File: src/design/rgm_pkg.sv
// Shared constants and types for both ends of the reduced gigabit link.
// Assumes one 100 MHz system clock at each end.
package rgm_pkg;
  localparam int SYS_HZ = 100_000_000;
  // Nominal link clock rates per speed grade
  localparam int RATE_1000_HZ = 125_000_000;
  localparam int RATE_100_HZ = 25_000_000;
  localparam int RATE_10_HZ = 2_500_000;
  // Half link period in system cycles: rounded down, never below one
  localparam int HALF_1000 = (SYS_HZ / (2 * RATE_1000_HZ) < 1) ? 1 :
    SYS_HZ / (2 * RATE_1000_HZ);
  localparam int HALF_100 = (SYS_HZ / (2 * RATE_100_HZ) < 1) ? 1 :
    SYS_HZ / (2 * RATE_100_HZ);
  localparam int HALF_10 = (SYS_HZ / (2 * RATE_10_HZ) < 1) ? 1 :
    SYS_HZ / (2 * RATE_10_HZ);
  localparam int CNT_W = 8;
  // Speed field codes
  localparam logic [1:0] SPD_10 = 2'h0;
  localparam logic [1:0] SPD_100 = 2'h1;
  localparam logic [1:0] SPD_1000 = 2'h2;
  // In-band status nibble layout
  localparam int ST_LINK_BIT = 0;
  localparam int ST_SPD_LSB = 1;
  localparam int ST_DPX_BIT = 3;
  // Control codes carried with enable low and error high
  localparam logic [7:0] CODE_LPI = 8'h01;
  localparam logic [7:0] CODE_FALSE_CAR = 8'h0E;
  localparam logic [7:0] CODE_EXT = 8'h0F;
  localparam logic [7:0] CODE_EXT_ERR = 8'h1F;
  localparam logic [7:0] CODE_CAR_SENSE = 8'hFF;
  // Interface mode select
  localparam logic [1:0] MODE_RGMII = 2'h0;
  localparam logic [1:0] MODE_SERIAL = 2'h1;
  localparam logic [1:0] MODE_RTBI = 2'h2;
  localparam logic [1:0] MODE_OTHER = 2'h3;
  // Clock skew taps in system cycles
  localparam int SKEW_W = 3;
  localparam logic [2:0] SKEW_RST = 3'h0;
  localparam logic [2:0] SKEW_DEF_ID = 3'h0;
  // Buffer entry: {valid/enable, error, byte}
  localparam int ENTRY_W = 10;
  localparam int FIFO_DEPTH = 32;
  typedef enum logic [2:0] {
    K_IDLE, K_LPI, K_EXT, K_EXT_ERR, K_DATA, K_ERR_PROP, K_RSVD
  } rgm_kind_t;
endpackage : rgm_pkg

File: src/design/rgm_if.sv
// Pin bundle between the MAC end and the device end.
// Each direction carries a source clock, a control line and a nibble.
`timescale 1ns/1ps
interface rgm_if;
  logic txc;
  logic tx_ctl;
  logic [3:0] txd;
  logic rxc;
  logic rx_ctl;
  logic [3:0] rxd;
  modport phy (input txc, input tx_ctl, input txd, output rxc, output rx_ctl, output rxd);
  modport mac (output txc, output tx_ctl, output txd, input rxc, input rx_ctl, input rxd);
endinterface : rgm_if

File: src/design/rgm_phy.sv
// Device end of the link: receive buffer plus link logic.
// Assumes the MAC end drives the transmit clock and keeps its coding.
`timescale 1ns/1ps
module rgm_fifo #(
  parameter int W = 10,
  parameter int DEPTH = 32
) (
  input wire logic sys_clk,
  input wire logic rst_n,
  input wire logic in_valid,
  output logic in_ready,
  input wire logic [W-1:0] in_data,
  output logic out_valid,
  input wire logic out_ready,
  output logic [W-1:0] out_data
);
  localparam int AW = $clog2(DEPTH);
  logic [W-1:0] mem_r [DEPTH];
  logic [AW:0] wp_r;
  logic [AW:0] rp_r;
  // Extra pointer bit tells full from empty; DEPTH must be a power of two
  wire full = (wp_r[AW] != rp_r[AW]) && (wp_r[AW-1:0] == rp_r[AW-1:0]);
  wire empty = (wp_r == rp_r);
  wire push = in_valid & ~full;
  wire pop = out_ready & ~empty;
  assign in_ready = ~full;
  assign out_valid = ~empty;
  assign out_data = mem_r[rp_r[AW-1:0]];
  // Storage
  always_ff @(posedge sys_clk) begin
    if (push) begin
      mem_r[wp_r[AW-1:0]] <= in_data;
    end
  end
  // Pointers
  always_ff @(posedge sys_clk or negedge rst_n) begin
    if (!rst_n) begin
      wp_r <= '0;
      rp_r <= '0;
    end else begin
      wp_r <= wp_r + (AW+1)'(push);
      rp_r <= rp_r + (AW+1)'(pop);
    end
  end
endmodule : rgm_fifo

module rgm_phy
  import rgm_pkg::*;
#(
  parameter int HALF_G = HALF_1000,
  parameter int HALF_F = HALF_100,
  parameter int HALF_S = HALF_10,
  parameter int DEPTH = FIFO_DEPTH
) (
  input wire logic sys_clk,
  input wire logic rst_n,
  rgm_if.phy lnk,
  input wire logic [1:0] if_mode,
  input wire logic link_up,
  input wire logic [1:0] speed,
  input wire logic full_duplex,
  input wire logic loop_en,
  input wire logic ctl_speed_lsb,
  input wire logic ctl_speed_msb,
  input wire logic skew_wr,
  input wire logic [2:0] skew_in_val,
  input wire logic [2:0] skew_out_val,
  input wire logic rxclk_off,
  input wire logic rx_in_valid,
  output logic rx_in_ready,
  input wire logic rx_in_dv,
  input wire logic rx_in_err,
  input wire logic [7:0] rx_in_data,
  output logic tx_out_valid,
  output logic [7:0] tx_out_data,
  output rgm_kind_t tx_out_kind,
  output logic capability_negotiation_gig_only,
  output logic pcs_en
);
  logic [5:0] ls1_r;
  logic [5:0] ls2_r;
  logic [6:0] sh_in_r;
  logic tck_d_r;
  logic [2:0] skew_in_r;
  logic [2:0] skew_out_r;
  logic init_r;
  logic tctl_r;
  logic [3:0] tnib_r;
  logic [3:0] tlo_r;
  logic tph_r;
  logic [CNT_W-1:0] cnt_r;
  logic clk_r;
  logic [6:0] sh_out_r;
  logic [ENTRY_W-1:0] cur_r;
  logic rph_r;
  logic rctl_r;
  logic [3:0] rnib_r;
  rgm_kind_t kind_w;

  // Mode-dependent boundary outputs
  // gigabit-only negotiation
  assign capability_negotiation_gig_only = (if_mode == MODE_RTBI);
  assign pcs_en = (if_mode == MODE_RTBI);

  // Speed in use; a live link wins over the control bits
  // loop speed selection
  wire [1:0] ctl_spd = {ctl_speed_msb, ctl_speed_lsb};
  wire [1:0] eff_spd = (if_mode == MODE_RTBI) ? SPD_1000 : (link_up ? speed : ctl_spd);
  // Reserved speed code runs the gigabit pattern, as at the MAC end
  wire gig = (eff_spd == SPD_1000) | (eff_spd == 2'h3);
  wire [CNT_W-1:0] half = (eff_spd == SPD_10) ? CNT_W'(HALF_S) :
    (eff_spd == SPD_100) ? CNT_W'(HALF_F) : CNT_W'(HALF_G);

  // Skew taps: loaded by mode once after reset, then by management
  wire id_mode = (if_mode == MODE_RGMII) | (if_mode == MODE_RTBI);
  wire [2:0] skew_def = id_mode ? SKEW_DEF_ID : SKEW_RST;
  always_ff @(posedge sys_clk or negedge rst_n) begin
    if (!rst_n) begin
      skew_in_r <= SKEW_RST;
      skew_out_r <= SKEW_RST;
      init_r <= 1'b0;
    end else if (skew_wr) begin
      skew_in_r <= skew_in_val;
      skew_out_r <= skew_out_val;
      init_r <= 1'b1;
    end else if (!init_r) begin
      skew_in_r <= skew_def;
      skew_out_r <= skew_def;
      init_r <= 1'b1;
    end
  end

  // ingress clock delay; must stay below the half period
  wire [7:0] in_taps = {sh_in_r, ls2_r[5]};
  wire tck = in_taps[skew_in_r];

  // Link pins are foreign to sys_clk: two flops before use
  always_ff @(posedge sys_clk or negedge rst_n) begin
    if (!rst_n) begin
      ls1_r <= '0;
      ls2_r <= '0;
      sh_in_r <= '0;
      tck_d_r <= 1'b0;
    end else begin
      ls1_r <= {lnk.txc, lnk.tx_ctl, lnk.txd};
      ls2_r <= ls1_r;
      sh_in_r <= {sh_in_r[5:0], ls2_r[5]};
      tck_d_r <= tck;
    end
  end

  // transmit clock is taken from the MAC
  wire rise_in = tck & ~tck_d_r;
  wire fall_in = ~tck & tck_d_r;
  wire t_ctl = ls2_r[4];
  wire [3:0] t_nib = ls2_r[3:0];
  // second half carries enable xor error
  wire t_er = tctl_r ^ t_ctl;
  wire t_act = tctl_r | t_er;
  // slow speeds take one nibble per period, falling copy ignored
  wire t_done = fall_in & t_act & (gig | tph_r);
  wire [7:0] t_byte = gig ? {t_nib, tnib_r} : {tnib_r, tlo_r};

  always_ff @(posedge sys_clk or negedge rst_n) begin
    if (!rst_n) begin
      tctl_r <= 1'b0;
      tnib_r <= 4'h0;
      tlo_r <= 4'h0;
      tph_r <= 1'b0;
    end else if (rise_in) begin
      tctl_r <= t_ctl;
      tnib_r <= t_nib;
    end else if (fall_in) begin
      tlo_r <= tph_r ? tlo_r : tnib_r;
      tph_r <= (t_act && !gig) ? ~tph_r : 1'b0;
    end
  end

  always_comb begin
    kind_w = K_RSVD;
    if (!tctl_r && !t_er) begin
      kind_w = K_IDLE;
    end else if (tctl_r) begin
      kind_w = t_er ? K_ERR_PROP : K_DATA;
    end else if (t_byte == CODE_LPI) begin
      kind_w = K_LPI;
    end else if (t_byte == CODE_EXT) begin
      kind_w = K_EXT;
    end else if (t_byte == CODE_EXT_ERR) begin
      kind_w = K_EXT_ERR;
    end
  end

  // Decoded transmit bytes, registered
  always_ff @(posedge sys_clk or negedge rst_n) begin
    if (!rst_n) begin
      tx_out_valid <= 1'b0;
      tx_out_data <= 8'h00;
      tx_out_kind <= K_IDLE;
    end else begin
      tx_out_valid <= t_done;
      if (t_done) begin
        tx_out_data <= t_byte;
        tx_out_kind <= kind_w;
      end
    end
  end

  // Receive buffer; in loop the decoded transmit stream feeds it and
  // is dropped when full, since the MAC cannot be stalled
  logic f_ready;
  logic f_ovalid;
  logic [ENTRY_W-1:0] f_odata;
  wire f_ivalid = loop_en ? t_done : rx_in_valid;
  wire [ENTRY_W-1:0] f_idata = loop_en ? {tctl_r, t_er, t_byte} :
    {rx_in_dv, rx_in_err, rx_in_data};
  assign rx_in_ready = f_ready & ~loop_en;
  wire tick = (cnt_r == '0);
  wire rise_out = tick & ~clk_r;
  wire fall_out = tick & clk_r;
  wire load = gig | ~rph_r;
  rgm_fifo #(.W(ENTRY_W), .DEPTH(DEPTH)) u_fifo (
    .sys_clk(sys_clk),
    .rst_n(rst_n),
    .in_valid(f_ivalid),
    .in_ready(f_ready),
    .in_data(f_idata),
    .out_valid(f_ovalid),
    .out_ready(rise_out & load),
    .out_data(f_odata)
  );

  // in-band status nibble on both halves of idle
  // built from live inputs at every idle byte
  // Speed field must name the clock rate really sent, link or not
  wire [3:0] st_nib = {full_duplex, eff_spd, link_up};
  wire [ENTRY_W-1:0] idle_w = {2'b00, st_nib, st_nib};
  // buffer entries carry the receive coding as given
  wire [ENTRY_W-1:0] src = f_ovalid ? f_odata : idle_w;
  wire [ENTRY_W-1:0] byte_w = load ? src : cur_r;

  // Link clock divider
  always_ff @(posedge sys_clk or negedge rst_n) begin
    if (!rst_n) begin
      cnt_r <= '0;
      clk_r <= 1'b0;
    end else begin
      cnt_r <= tick ? half - CNT_W'(1) : cnt_r - CNT_W'(1);
      clk_r <= clk_r ^ tick;
    end
  end

  // valid at rise, valid xor error at fall
  // control keeps both values at slow speeds
  always_ff @(posedge sys_clk or negedge rst_n) begin
    if (!rst_n) begin
      cur_r <= '0;
      rph_r <= 1'b0;
      rctl_r <= 1'b0;
      rnib_r <= 4'h0;
    end else if (rise_out) begin
      cur_r <= byte_w;
      rph_r <= gig ? 1'b0 : ~rph_r;
      rctl_r <= byte_w[9];
      rnib_r <= load ? byte_w[3:0] : byte_w[7:4];
    end else if (fall_out) begin
      rctl_r <= cur_r[9] ^ cur_r[8];
      rnib_r <= gig ? cur_r[7:4] : rnib_r;
    end
  end

  // Egress clock delay line
  always_ff @(posedge sys_clk or negedge rst_n) begin
    if (!rst_n) begin
      sh_out_r <= '0;
    end else begin
      sh_out_r <= {sh_out_r[5:0], clk_r};
    end
  end

  wire [7:0] out_taps = {sh_out_r, clk_r};
  // serial mode may stop the receive clock
  wire rxc_gate = (if_mode == MODE_SERIAL) & rxclk_off;
  assign lnk.rxc = out_taps[skew_out_r] & ~rxc_gate;
  assign lnk.rx_ctl = rctl_r;
  assign lnk.rxd = rnib_r;
endmodule : rgm_phy

File: src/flat_wrapper.sv
// flat-port wrapper written by rule: the top's interface ports become plain ports
module rgm_phy_flat import rgm_pkg::*;
#(
  parameter int HALF_G = HALF_1000,
  parameter int HALF_F = HALF_100,
  parameter int HALF_S = HALF_10,
  parameter int DEPTH = FIFO_DEPTH
)
  (sys_clk, rst_n, if_mode, link_up, speed, full_duplex, loop_en, ctl_speed_lsb, ctl_speed_msb, skew_wr, skew_in_val, skew_out_val, rxclk_off, rx_in_valid, rx_in_ready, rx_in_dv, rx_in_err, rx_in_data, tx_out_valid, tx_out_data, tx_out_kind, capability_negotiation_gig_only, pcs_en, lnk_txc, lnk_tx_ctl, lnk_txd, lnk_rxc, lnk_rx_ctl, lnk_rxd);
  rgm_if lnk_i ();
  input wire logic sys_clk;
  input wire logic rst_n;
  input wire logic [1:0] if_mode;
  input wire logic link_up;
  input wire logic [1:0] speed;
  input wire logic full_duplex;
  input wire logic loop_en;
  input wire logic ctl_speed_lsb;
  input wire logic ctl_speed_msb;
  input wire logic skew_wr;
  input wire logic [2:0] skew_in_val;
  input wire logic [2:0] skew_out_val;
  input wire logic rxclk_off;
  input wire logic rx_in_valid;
  output logic rx_in_ready;
  input wire logic rx_in_dv;
  input wire logic rx_in_err;
  input wire logic [7:0] rx_in_data;
  output logic tx_out_valid;
  output logic [7:0] tx_out_data;
  output rgm_kind_t tx_out_kind;
  output logic capability_negotiation_gig_only;
  output logic pcs_en;
  input wire logic [$bits(lnk_i.txc)-1:0] lnk_txc;
  input wire logic [$bits(lnk_i.tx_ctl)-1:0] lnk_tx_ctl;
  input wire logic [$bits(lnk_i.txd)-1:0] lnk_txd;
  output wire logic [$bits(lnk_i.rxc)-1:0] lnk_rxc;
  output wire logic [$bits(lnk_i.rx_ctl)-1:0] lnk_rx_ctl;
  output wire logic [$bits(lnk_i.rxd)-1:0] lnk_rxd;
  assign lnk_i.txc = lnk_txc;
  assign lnk_i.tx_ctl = lnk_tx_ctl;
  assign lnk_i.txd = lnk_txd;
  assign lnk_rxc = lnk_i.rxc;
  assign lnk_rx_ctl = lnk_i.rx_ctl;
  assign lnk_rxd = lnk_i.rxd;
  rgm_phy #(.HALF_G(HALF_G), .HALF_F(HALF_F), .HALF_S(HALF_S), .DEPTH(DEPTH)) u_core (.sys_clk(sys_clk), .rst_n(rst_n), .lnk(lnk_i), .if_mode(if_mode), .link_up(link_up), .speed(speed), .full_duplex(full_duplex), .loop_en(loop_en), .ctl_speed_lsb(ctl_speed_lsb), .ctl_speed_msb(ctl_speed_msb), .skew_wr(skew_wr), .skew_in_val(skew_in_val), .skew_out_val(skew_out_val), .rxclk_off(rxclk_off), .rx_in_valid(rx_in_valid), .rx_in_ready(rx_in_ready), .rx_in_dv(rx_in_dv), .rx_in_err(rx_in_err), .rx_in_data(rx_in_data), .tx_out_valid(tx_out_valid), .tx_out_data(tx_out_data), .tx_out_kind(tx_out_kind), .capability_negotiation_gig_only(capability_negotiation_gig_only), .pcs_en(pcs_en));
endmodule
File: config.mk
export PLATFORM = sky130hd
export DESIGN_NAME = rgm_phy_flat
export DESIGN_NICKNAME = d
export VERILOG_FILES = /design/src/design/rgm_pkg.sv /design/src/design/rgm_if.sv /design/src/design/rgm_phy.sv /design/src/flat_wrapper.sv
export SDC_FILE = /design/constraint.sdc
export NUM_CORES = 1
export LEC_CHECK = 0
export ABC_AREA = 1
export BUFFER_PORTS_ARGS = -buffer_cell sky130_fd_sc_hd__clkbuf_2
export CORE_MARGIN = 8
export CORE_UTILIZATION = 45
export DETAILED_ROUTE_END_ITERATION = 10
export PLACE_DENSITY = 0.67
export SLEW_MARGIN = 40
export SYNTH_ARGS = -nofsm -noshare
export SYNTH_HDL_FRONTEND = slang
export SYNTH_SLANG_ARGS = --single-unit
File: constraint.sdc
create_clock -name sys_clk -period 3.48 [get_ports sys_clk]
set_input_delay 0.174 -clock sys_clk [delete_from_list [all_inputs] [get_ports sys_clk]]
set_output_delay 0.174 -clock sys_clk [all_outputs]
set_load 0.02 [all_outputs]
Word level (Yosys, flattened, before mapping)

Memories as Yosys holds them, arrays and structs flattened.
Index checks and enable logic that the tools add are counted.

Register bits after elaboration: 93
RAM bits: 320
Input port bits: 36
Output and inout bits: 21
Logic and storage cells: 119
Memories kept: 1

Add/sub/neg operators: 4
Magnitude comparators: 2
Equality and inequality tests: 12
Muxes and demuxes: 33
Bitwise operators: 29
Reductions and logical operators: 14

Memories:

| memory              | words | bits a word | read ports | clocked after memory_dff | wr ports | line          | source |
|---|---|---|---|---|---|---|---|
| u_core.u_fifo.mem_r | 32    | 10          | 1          | 0                        | 1        | rgm_phy.sv:18 | `logic [W-1:0] mem_r [DEPTH];` |

Operator list:

| cell                | number |
|---|---|
| $mux 10             | 3 |
| $mux 3              | 8 |
| $mux 8              | 3 |
| $mux 4              | 4 |
| $sub 8x1->8 const B | 2 |
| $add 6x1->6         | 2 |
| $and 1x1->1         | 12 |
| $mux 1              | 10 |
| $not 1->1           | 10 |
| $eq 8x1->1 const B  | 1 |
| $eq 8x4->1 const B  | 1 |
| $eq 8x5->1 const B  | 1 |
| $logic_not 8->1     | 1 |
| $lt 3x4->1 const B  | 2 |
| $bmux 1 s3          | 2 |
| $eq 2x2->1 const B  | 3 |
| $eq 6x6->1          | 1 |
| $mux 2              | 3 |
| $reduce_and 2->1    | 3 |
| $eq 5x5->1          | 1 |
| $eq 2x1->1 const B  | 2 |
| $or 1x1->1          | 4 |
| $reduce_bool 2->1   | 2 |
| $logic_and 1x1->1   | 3 |
| other kinds (6)     | 10 |

Longest topological paths before layout

Gate-level depths: netlist (run 1).

Depth in word-level cells: 11
Gate-level depth with buffers: 17
Mapped depth without buffers: 16

Cells and area by module

Synthesis (run 1) repeated with hierarchy kept, for this count alone.

Cell total of the unflattened synthesis: 1,778
Area, all modules: 17,814.6 µm²

Modules (own cells, without submodules):

| module   | times used | cells each | area an instance (µm²) |
|---|---|---|---|
| rgm_fifo | 1          | 1,372      | 14,338.8 |
| rgm_phy  | 1          | 406        | 3,475.8 |

Worst setup path after synthesis (run 1)

Ideal clock, no wire load.

Kind: in2reg
Start: input port if_mode[0]
End: memory u_core.u_fifo.mem_r[0][5], data pin
Setup time: 0.454 ns
Arrival: 2.139 ns
Required time: 3.026 ns
Slack: 0.887 ns
Stages: 8
Cells stage by stage: inv_1 > nand2_1 > nand3_2 > buf_4 > nand2_1 > o21a_1 > inv_1 > o21ai_0

Cells in the longest elaborated chain, start to end: 6
Elaborated cells on any way between the ends: 7
Classes of those cells: eq/ne: 3; mux: 3; bitwise: 1

Ends and longest elaborated chain:

| what                  | line               | source |
|---|---|---|
| from (decl)           | flat_wrapper.sv:13 | `input wire logic [1:0] if_mode;` |
| $eq 2x2->1 (*)        | rgm_phy.sv:108     | `wire [1:0] eff_spd = (if_mode == MODE_RTBI) ? SPD_1000 : (link_up ? speed : ctl_spd);` |
| $mux 2 (*)            | rgm_phy.sv:108     |  |
| $eq 2x2->1            | rgm_phy.sv:110     | `wire gig = (eff_spd == SPD_1000) \| (eff_spd == 2'h3);` |
| $or 1x1->1 (*)        | rgm_phy.sv:110     |  |
| $mux 8 (*)            | rgm_phy.sv:162     | `wire [7:0] t_byte = gig ? {t_nib, tnib_r} : {tnib_r, tlo_r};` |
| $mux 10 (*)           | rgm_phy.sv:215     | `wire [ENTRY_W-1:0] f_idata = loop_en ? {tctl_r, t_er, t_byte} :` |
| via u_core.f_idata[5] | rgm_phy.sv:215     |  |
| to (decl)             | rgm_phy.sv:18      |  |

Mark *: on every way through the listed nets, which the timed path passes. The rest lies on a longest branch.

Worst setup path in the final report (run 1)

Start: register u_core.skew_in_r[0]
End: memory u_core.u_fifo.mem_r[26][8], enable pin

Cells in the longest elaborated chain, start to end: 10

Ends and longest elaborated chain:

| what                         | line           | source |
|---|---|---|
| from (decl)                  | rgm_phy.sv:84  | `logic [2:0] skew_in_r;` |
| from (signal assigned)       | rgm_phy.sv:123 | `skew_in_r <= skew_in_val;` |
| from (signal assigned)       | rgm_phy.sv:127 | `skew_in_r <= skew_def;` |
| $bmux 1 s3                   | rgm_phy.sv:135 | `wire tck = in_taps[skew_in_r];` |
| $mux 1 (not written as such) | rgm_phy.sv:135 |  |
| $not 1->1                    | rgm_phy.sv:154 | `wire fall_in = ~tck & tck_d_r;` |
| $and 1x1->1                  | rgm_phy.sv:154 |  |
| $and 1x1->1 (2 in a row)     | rgm_phy.sv:161 | `wire t_done = fall_in & t_act & (gig \| tph_r);` |
| $mux 1                       | rgm_phy.sv:214 | `wire f_ivalid = loop_en ? t_done : rx_in_valid;` |
| $and 1x1->1                  | rgm_phy.sv:24  | `wire push = in_valid & ~full;` |
| $mux 1                       | rgm_phy.sv:31  | `if (push) begin` |
| $mux 1 (not written as such) | rgm_phy.sv:32  | `mem_r[wp_r[AW-1:0]] <= in_data;` |

Every way passes these cells. The select of a mux whose other input is x is not followed.

==> results of run 1 <==
state kept, by name, summed over array words and instances, names as in the netlist, 6 cells and up:
name and count:
u_core.u_fifo.mem_r 320, u_core.cnt_r 8, u_core.tx_out_data 8, u_core.sh_in_r 7, u_core.sh_out_r 7, u_core.cur_r 6
u_core.ls1_r 6, u_core.ls2_r 6, u_core.u_fifo.rp_r 6, u_core.u_fifo.wp_r 6
per-stage QoR:
step                      setup slack, ps  instance area (sq um)
after floorplan                     886.6                  16910
after global placement              656.1                  17930
after detailed placement            688.6                  17970
after CTS                           678.0                  19600
after global routing                411.2                  19610
final                               653.9                  19610
layer usage:
metal,vias up,global-route usage [%],wire (um),share of wire [%]
li1,5420,-,-,-
met3,61,2.655,2393,5.9
met1,5686,25.07,18030,45
met5,-,0,13,0.032
met2,339,29.19,19080,47
met4,2,4.690,804,2.0
power by group:
group          internal [mW]  switching, mW  leakage (nW)
combinational           1.19           2.85          2.98
sequential              5.94          0.352          3.97
clock                   2.81           1.80         0.688
total                   9.95           5.00          7.64
layout make-up:
cell class                      count  share of cell area [%]
Sequential cell                   409                   60.39
Multi-Input combinational cell    926                   22.21
Clock buffer                       60                   6.232
Timing Repair Buffer              136                   5.071
Tap cell                          474                   3.024
Inverter                          106                   2.041
Clock inverter                     14                   1.040
layout by cell type (no fill, tap or decap), types with 35 or more instances in the layout:
cell type / count
edfxtp_1: 320
nand2_1: 307
nor2_1: 190
o21ai_0: 143
nand3_1: 107
inv_1: 98
dfrtp_1: 87
buf_4: 56
clkbuf_2: 55
clkbuf_16: 45
nor3_1: 35
tightest hold or removal path, stage by stage:
cell,delay [ps]
clkbuf_2,120
nand3_1,110
nand3_1,80
nand2_1,60
inv_1,30
kinds of logic after synthesis:
kind of cell             Yosys count  share of synthesized area, %
AND/OR/NAND/NOR                  661                         16.16
flip-flops                       409                         70.02
AO/OA/AOI/OAI                    239                         7.749
buffers and inverters            180                         4.574
XOR/XNOR                          17                        0.8808
adder cells (fa/ha/maj)            8                        0.5921
other                              1                       0.02218
worst max path at each step:
| stage | to | slack [ps] | depth (start not counted) |
|---|---|---|---|
| floorplan | u_core.u_fifo.mem_r[0][5] | 890 | 8 |
| global placement | u_core.u_fifo.mem_r[24][8] | 660 | 11 |
| detailed placement | u_core.u_fifo.mem_r[26][8] | 690 | 14 |
| CTS | u_core.u_fifo.rp_r[4] | 680 | 12 |
| global route | u_core.u_fifo.rp_r[4] | 410 | 12 |
| finish | u_core.u_fifo.mem_r[26][8] | 650 | 14 |
what timing repair did:
| action | CTS | global route |
|---|---|---|
| setup endpoints to repair | 0 | 0 |
| hold endpoints to repair | 103 | 0 |
| hold buffers | 20 | 0 |
==> results.yml, run 1 <==
clocking:
  clockBufferDepth: 3
  cts_sinks: 409
  path_clk_slew_ps: 60
  cts.htree.levels: 2
  cts_tree: "built"
  postCtsSetupBuffers: 0
  clock_latency_ps: 530
  root_buffer: "clkbuf_16"
  numCtsBuffers: 42
  cts-resized-gates: 0
setup_path:
  worstPathMaxFanout: 32
  critPathArrivalTime_ps: 3060
  worst-r2r-setup-slack_ps: 650
  reg2reg_depth: 14
  cp_common_cell: "nand2_2"
  cp_cell_sequence: "inv_2, nand2_1, nand2_1, nand2_1, nand3_1, nand2_2, nand2_2, nor2_4, nand2_2, nand2_2, nand2_4, buf_4, nor3_1, buf_4"
  cp_top_family: "simple AND/OR/NAND/NOR gates"
  max_stage_delay_ps: 460
  rr_startpoint: "u_core.skew_in_r[0]"
  cp-end-kind: "flip-flop"
  critPathKind: "flip-flop to flip-flop"
  slowest_stage: "nor3_1"
  cp_num_buf_inv: 3
  crit_path_start_kind: "flip-flop"
  startpoint: "u_core.skew_in_r[0]"
  crit_required_ps: 3720
  regToRegEndpoint: "u_core.u_fifo.mem_r[26][8]"
synth:
  yosysSeqAreaShare_pct: 70.02
  syn_nets: 1559
  netlist_instances: 1515
  yosys-top-cells-count: "edfxtp_1 (320), nand2_1 (307), nor2_1 (190), o21ai_0 (152), nand3_1 (107)"
  synth_edf_count: 320
  syn_avg_cell_area_sq_um: 11.16
  yosys.area.top_type: "edfxtp_1"
  dominantRegCellSynth: "edfxtp_1"
  ys_warn_count: 0
  synth_area_leaders: "edfxtp_1 (57%), dfrtp_1 (13%), nand2_1 (6.8%), o21ai_0 (4.5%), nor2_1 (4.2%)"
  synth_cell_type_count: 40
  synth_most_common_cell: "edfxtp_1"
  synthArstFlopShare_pct: 21.76
  synth_seq_cells: 409
  synth_area_sq_mm: 0.01690
  synth_top_area_share_pct: 56.84
placed_design:
  dp_cells: 2031
  place_congestion: 0.8340
  portBuffers: 56
  hpwlAfterDp_um: 24700
timing:
  slew_headroom_pct: 47.11
  worst_pin_slew_ps: 793.3
  fmax_ghz: 0.3538
  finalCritPeriodShare_pct: 81.21
  hold_viol_final: 0
  tns_ps: 0
  clock_skew_ps: 13.82
  setup-violations-final: 0
  hold_ws_ps: 83.91
  period_needed_ps: 2826
  slew_viol_final: 0
  grt_setup_unrepaired: "false"
finish:
  final.fill_count: 3159
  n_antenna_cell: 0
  area_growth_pct: 16.02
  utilization_pct: 52.57
  regArea_sq_mm: 0.01184
  multiInputGateArea_sq_mm: 0.004355
  instances_no_fill: 2125
  nNetsFinal: 1665
  drive_above_1_share_pct: 12.48
route:
  vias_per_cell: 5.416
  drt_iter0_markers: 1190
  dr.pass1.iters: 5
  routed-via-count: 11508
  ant_nets: 0
  wl_um: 40320
  drc: 0
  wl_per_cell_um: 18.97
worst_hold_path:
  hold_path.class: "input pin to flip-flop"
  holdPathEnd: "u_core.lnk.rxd[0]"
  min_from: "link_up"
  holdPathStages: 5
floorplanning:
  start_util_pct: 45.31
  die_w_um: 209.8
  core_sq_mm: 0.03731
  io_pins: 57
  die_h_um: 209.8
  dieArea_sq_mm: 0.04402
  num_rows: 71
global_routing:
  grt_max_degree: 94
  antenna_found_initial: 1
  grt_overflow: 0
  grt_pass1_vias: 11249
  grt_usage_pct: 17.95
  grt_pass1_wl_um: 62400
power:
  p_per_area_mw_per_mm2: 762.0
  p_leak_nw: 7.637
  p_total_mw: 14.94
  ir_drop_mv: 0.4174
status:
  status: "finished, final reports clean"
job:
  maxCapViolCount: 0
Power figures use the tool's default switching activity.
==> run 2, diff against run 1 <==
- PLACE_DENSITY: 0.67 -> 0.69
- clock period: 3.48 -> 2.45 ns (I/O delays scaled with it)
==> results.yml, run 2 (synthesis gave the netlist of run 1 again) <==
status:
  status: "finished, final reports clean"
route:
  dr.pass1.iters: 6
  wl_um: 42610
  drt_iter0_markers: 1282
  vias_per_cell: 5.479
  wl_per_cell_um: 19.92
  routed-via-count: 11720
  drc: 0
  ant_nets: 0
global_routing:
  grt_usage_pct: 18.98
  grt_pass1_wl_um: 64860
  grt_pass1_vias: 11368
  grt_overflow: 0
  grt_max_degree: 105
  antenna_found_initial: 0
finish:
  drive_above_1_share_pct: 12.85
  layout_commonest_cell: "edfxtp_1"
  final_cell_mix: "edfxtp_1 (320), nand2_1 (307), nor2_1 (190)"
  design_area_sq_mm: 0.01973
  area_growth_pct: 16.73
  utilization_pct: 52.89
  regArea_sq_mm: 0.01184
  largest_reg_flops: 320
  nNetsFinal: 1675
  final.fill_count: 3154
  multiInputGateArea_sq_mm: 0.004329
  n_antenna_cell: 0
  instances_no_fill: 2139
power:
  p_switching_mw: 7.322
  p_leak_nw: 7.701
  switching_share_pct: 34.39
  p_clk_share_pct: 29.4
  p_seq_share_pct: 41.6
  p_per_area_mw_per_mm2: 1079
  ir_drop_mv: 0.7289
  p_int_mw: 13.97
  power_frac_comb_pct: 29.0
  p_total_mw: 21.29
setup_path:
  cp-end-kind: "flip-flop"
  crit_path_start_kind: "flip-flop"
  crit_required_ps: 2850
  critPathArrivalTime_ps: 2650
  critPathKind: "flip-flop to flip-flop"
  worstPathMaxFanout: 6
clocking:
  cts.htree.levels: 2
  root_buffer: "clkbuf_16"
  cts_tree: "built"
  numCtsBuffers: 42
  postCtsSetupBuffers: 0
  path_clk_slew_ps: 60
  cts_sinks: 409
  clockBufferDepth: 3
  clock_latency_ps: 540
timing:
  finalCritPeriodShare_pct: 91.91
  slew_headroom_pct: 57.28
  fmax_ghz: 0.4441
  hold_viol_final: 0
  slew_viol_final: 0
  tns_ps: 0
  period_needed_ps: 2252
  grt_setup_unrepaired: "false"
  setup-violations-final: 0
  clock_skew_ps: 13.64
  worst_pin_slew_ps: 639.2
floorplanning:
  core_sq_mm: 0.03731
  io_pins: 57
  die_h_um: 209.8
  start_util_pct: 45.31
  dieArea_sq_mm: 0.04402
  die_w_um: 209.8
  num_rows: 71
placed_design:
  place_congestion: 0.8712
  portBuffers: 56
  dp_cells: 2041
  placed_cell_area_sq_mm: 0.01817
  hpwlAfterDp_um: 26040
worst_hold_path:
  hold_path.class: "input pin to flip-flop"
job:
  maxCapViolCount: 0
run 2: cell type report:
cell class                      instances  area share [%]
Multi-Input combinational cell        926           21.94
Clock buffer                           63           6.207
Inverter                              106           2.029
Tap cell                              474           3.005
Sequential cell                       409           60.02
Timing Repair Buffer                  146           6.125
Clock inverter                         15          0.6784
run 2: through the flow:
stage	hold slack (ps)	setup slack [ps]
2_1_floorplan	-173.1	42.25
3_3_place_gp	95.77	276.1
3_5_place_dp	98.85	222.9
4_1_cts	16.68	208.2
5_1_grt	51.87	24.26
6_report	20.84	198.2
run 2: critical path, cell delays in order (launching register included):
cell and delay [ps]:
dfrtp_1 400, nor2_1 160, nand3_1 110, nor2_1 190, ha_1 200, inv_1 80, nor2_2 130, nand2_1 60
inv_1 150, ha_1 240, ha_1 200, nand2_1 70, xor2_1 140
run 2: routing by layer:
metal | wire length (um) | GRT usage, % | vias up | share of wire, %
met3 | 3185 | 2.804 | 94 | 7.5
met4 | 1143 | 5.711 | 0 | 2.7
met5 | 0 | 0 | - | 0
met2 | 20590 | 31.40 | 468 | 48
li1 | - | - | 5454 | -
met1 | 17690 | 25.74 | 5704 | 42
run 2: final timing paths:
path / endpoint / depth (start not counted) / startpoint / slack [ps]
max: u_core.u_fifo.rp_r[4] / 12 / u_core.cnt_r[5] / 200
min: u_core.lnk.rxd[0] / 5 / link_up / 20
max reg2reg: u_core.u_fifo.rp_r[4] / 12 / u_core.cnt_r[5] / 200
min reg2reg: u_core.ls2_r[5] / 0 / u_core.ls1_r[5] / 350
max in group asynchronous: u_core.tck_d_r / 3 / rst_n / 1720
min in group asynchronous: u_core.cnt_r[5] / 2 / rst_n / 80
run 2: power groups by stage:
stage | combinational, mW | sequential, mW | clock, mW
detailed placement | 6.07 | 8.98 | 0
CTS | 6.14 | 8.85 | 6.35
global route | 6.77 | 8.94 | 6.62
floorplan | 3.84 | 8.99 | 0
global placement | 5.97 | 8.96 | 0
finish | 6.17 | 8.86 | 6.27
run 2: timing repair:
action / in CTS / in global routing
setup endpoints to repair: 0 / 0
hold buffers: 20 / 0
gates resized for setup: 0 / 0
hold endpoints to repair: 103 / 0
==> run 3, diff against run 2 <==
- CORE_ASPECT_RATIO: not set -> 0.6
- CORE_MARGIN: 8 -> not set
==> results.yml, run 3 (synthesis gave the netlist of run 1 again) <==
status:
  status: "finished, final reports clean"
placed_design:
  dp_cells: 2096
  hpwlAfterDp_um: 30140
  place_congestion: 0.9637
  portBuffers: 56
finish:
  drive_above_1_share_pct: 16.43
  nNetsFinal: 1717
  final.fill_count: 2988
  final_cell_mix: "edfxtp_1 (320), nand2_1 (307), nor2_1 (187)"
  area_growth_pct: 20.34
  largest_reg_flops: 320
  instances_no_fill: 2203
  layout_commonest_cell: "edfxtp_1"
  utilization_pct: 55.45
setup_path:
  critPathArrivalTime_ps: 2840
  max_stage_delay_ps: 530
  reg2reg_depth: 10
  crit_path_start_kind: "flip-flop"
  slowest_stage: "o22ai_1"
  rr_startpoint: "u_core.u_fifo.rp_r[0]"
  cp_common_cell: "nand2_1"
  worst-r2r-setup-slack_ps: 90
  regToRegEndpoint: "u_core.cur_r[4]"
  critPathKind: "flip-flop to flip-flop"
  cp_cell_sequence: "buf_4, buf_8, inv_8, buf_16, o21ai_0, o22ai_1, nand2_1, nand4_1, nand3_1, nand2_1"
  crit_required_ps: 2930
  cp-end-kind: "flip-flop"
  worstPathMaxFanout: 34
timing:
  tns_ps: 0
  setup-violations-final: 0
  fmax_ghz: 0.4236
  hold_ws_ps: 115.6
  grt_setup_unrepaired: "true"
  period_needed_ps: 2361
  worst_pin_slew_ps: 752.3
  clock_skew_ps: 29.40
  slew_headroom_pct: 49.73
  slew_viol_final: 0
  hold_viol_final: 0
  finalCritPeriodShare_pct: 96.35
route:
  wl_per_cell_um: 21.75
  wl_um: 47930
  vias_per_cell: 5.636
  routed-via-count: 12417
  drc: 0
  dr.pass1.iters: 5
  ant_nets: 0
  drt_iter0_markers: 1906
global_routing:
  grt_max_degree: 92
  grt_usage_pct: 24.78
  grt_pass1_vias: 11678
  grt_overflow: 0
  antenna_found_initial: 0
  grt_pass1_wl_um: 70950
power:
  p_total_mw: 21.81
  ir_drop_mv: 0.5639
  power_frac_comb_pct: 34.7
  p_int_mw: 13.66
  switching_share_pct: 37.35
  p_switching_mw: 8.146
  p_per_area_mw_per_mm2: 1072
  p_clk_share_pct: 25.0
  p_leak_nw: 7.997
  p_seq_share_pct: 40.3
clocking:
  cts_tree: "built"
  cts.htree.levels: 2
  cts_sinks: 409
  root_buffer: "clkbuf_16"
  numCtsBuffers: 36
  clock_latency_ps: 540
  path_clk_slew_ps: 70
  clockBufferDepth: 3
job:
  maxCapViolCount: 0
floorplanning:
  io_pins: 57
  die_h_um: 152.1
  die_w_um: 252.2
  dieArea_sq_mm: 0.03837
  start_util_pct: 46.08
  num_rows: 54
  core_sq_mm: 0.03669
worst_hold_path:
  hold_path.class: "input pin to flip-flop"
  holdPathStages: 4
  min_from: "skew_wr"
  holdPathEnd: "u_core.skew_out_r[2]"
[run 3: cell count changes in the layout (fill, tap and decap cells not counted), moves of 8 or more]
cell | previous run | this run
nor3_4 | 0 | 21
buf_4 | 55 | 81
nor3_1 | 36 | 14
clkbuf_16 | 46 | 38
buf_12 | 16 | 24
clkbuf_1 | 16 | 8
[run 3: worst max-delay path: cells and delay by family, from the launching register on]
family / cells / cell delay [ps]
buf+inv: 4 / 700
compound gates: 2 / 630
flops: 1 / 480
simple gates: 4 / 470
[run 3: what timing repair did]
item / 4_1_cts / 5_1_grt
endpoints found under the hold margin: 74 / 0
setup endpoints to repair: 71 / 296
setup buffers: 0 / 19
cloned: 0 / 3
gates resized for setup: 10 / 46
hold buffers: 21 / 0
pin swaps: 0 / 17
[run 3: through the flow]
step	cell area, sq um	setup slack, ps
final	20340	89.43
after detailed placement	18450	-141.0
after global routing	20340	-49.76
after global placement	18350	-402.8
after CTS	19800	0.1077
after floorplan	16910	42.25
[run 3: layout make-up]
type	count	area, sq um	share of cell area [%]
antenna	1	2.502	0.01230
inverter	106	405.4	1.993
tap	504	630.6	3.100
timing repair buffer	194	1772	8.709
clock inverter	18	130.1	0.6396
sequential	409	11850	58.23
clock buffer	45	955.9	4.699
multi-input combinational	926	4602	22.62
[run 3: layer usage]
layer,wire [um],global-route usage [%],vias up
met5,0,0,-
met4,915,5.570,0
met3,6369,8.148,75
met2,19350,33.06,722
met1,21290,38.78,6094
li1,-,-,5526
[run 3: worst max path at each step]
stage	startpoint	end	slack, ps	depth (start not counted)
floorplan	u_core.skew_in_r[0]	u_core.u_fifo.mem_r[15][0]	40	10
global placement	u_core.skew_in_r[0]	u_core.u_fifo.mem_r[26][6]	-400	12
detailed placement	u_core.u_fifo.rp_r[1]	u_core.lnk.rxd[2]	-140	10
CTS	u_core.skew_in_r[0]	u_core.u_fifo.mem_r[10][9]	0.1	13
global route	u_core.skew_in_r[0]	u_core.u_fifo.wp_r[4]	-50	17
finish	u_core.u_fifo.rp_r[0]	u_core.cur_r[4]	90	10
[run 3: power groups by stage]
| stage | logic, mW | clock network (mW) | registers, mW |
|---|---|---|---|
| CTS | 6.97 | 5.50 | 8.77 |
| global route | 8.10 | 5.77 | 8.86 |
| global placement | 6.67 | 0 | 8.89 |
| floorplan | 3.84 | 0 | 8.99 |
| detailed placement | 6.84 | 0 | 8.91 |
| finish | 7.56 | 5.46 | 8.79 |
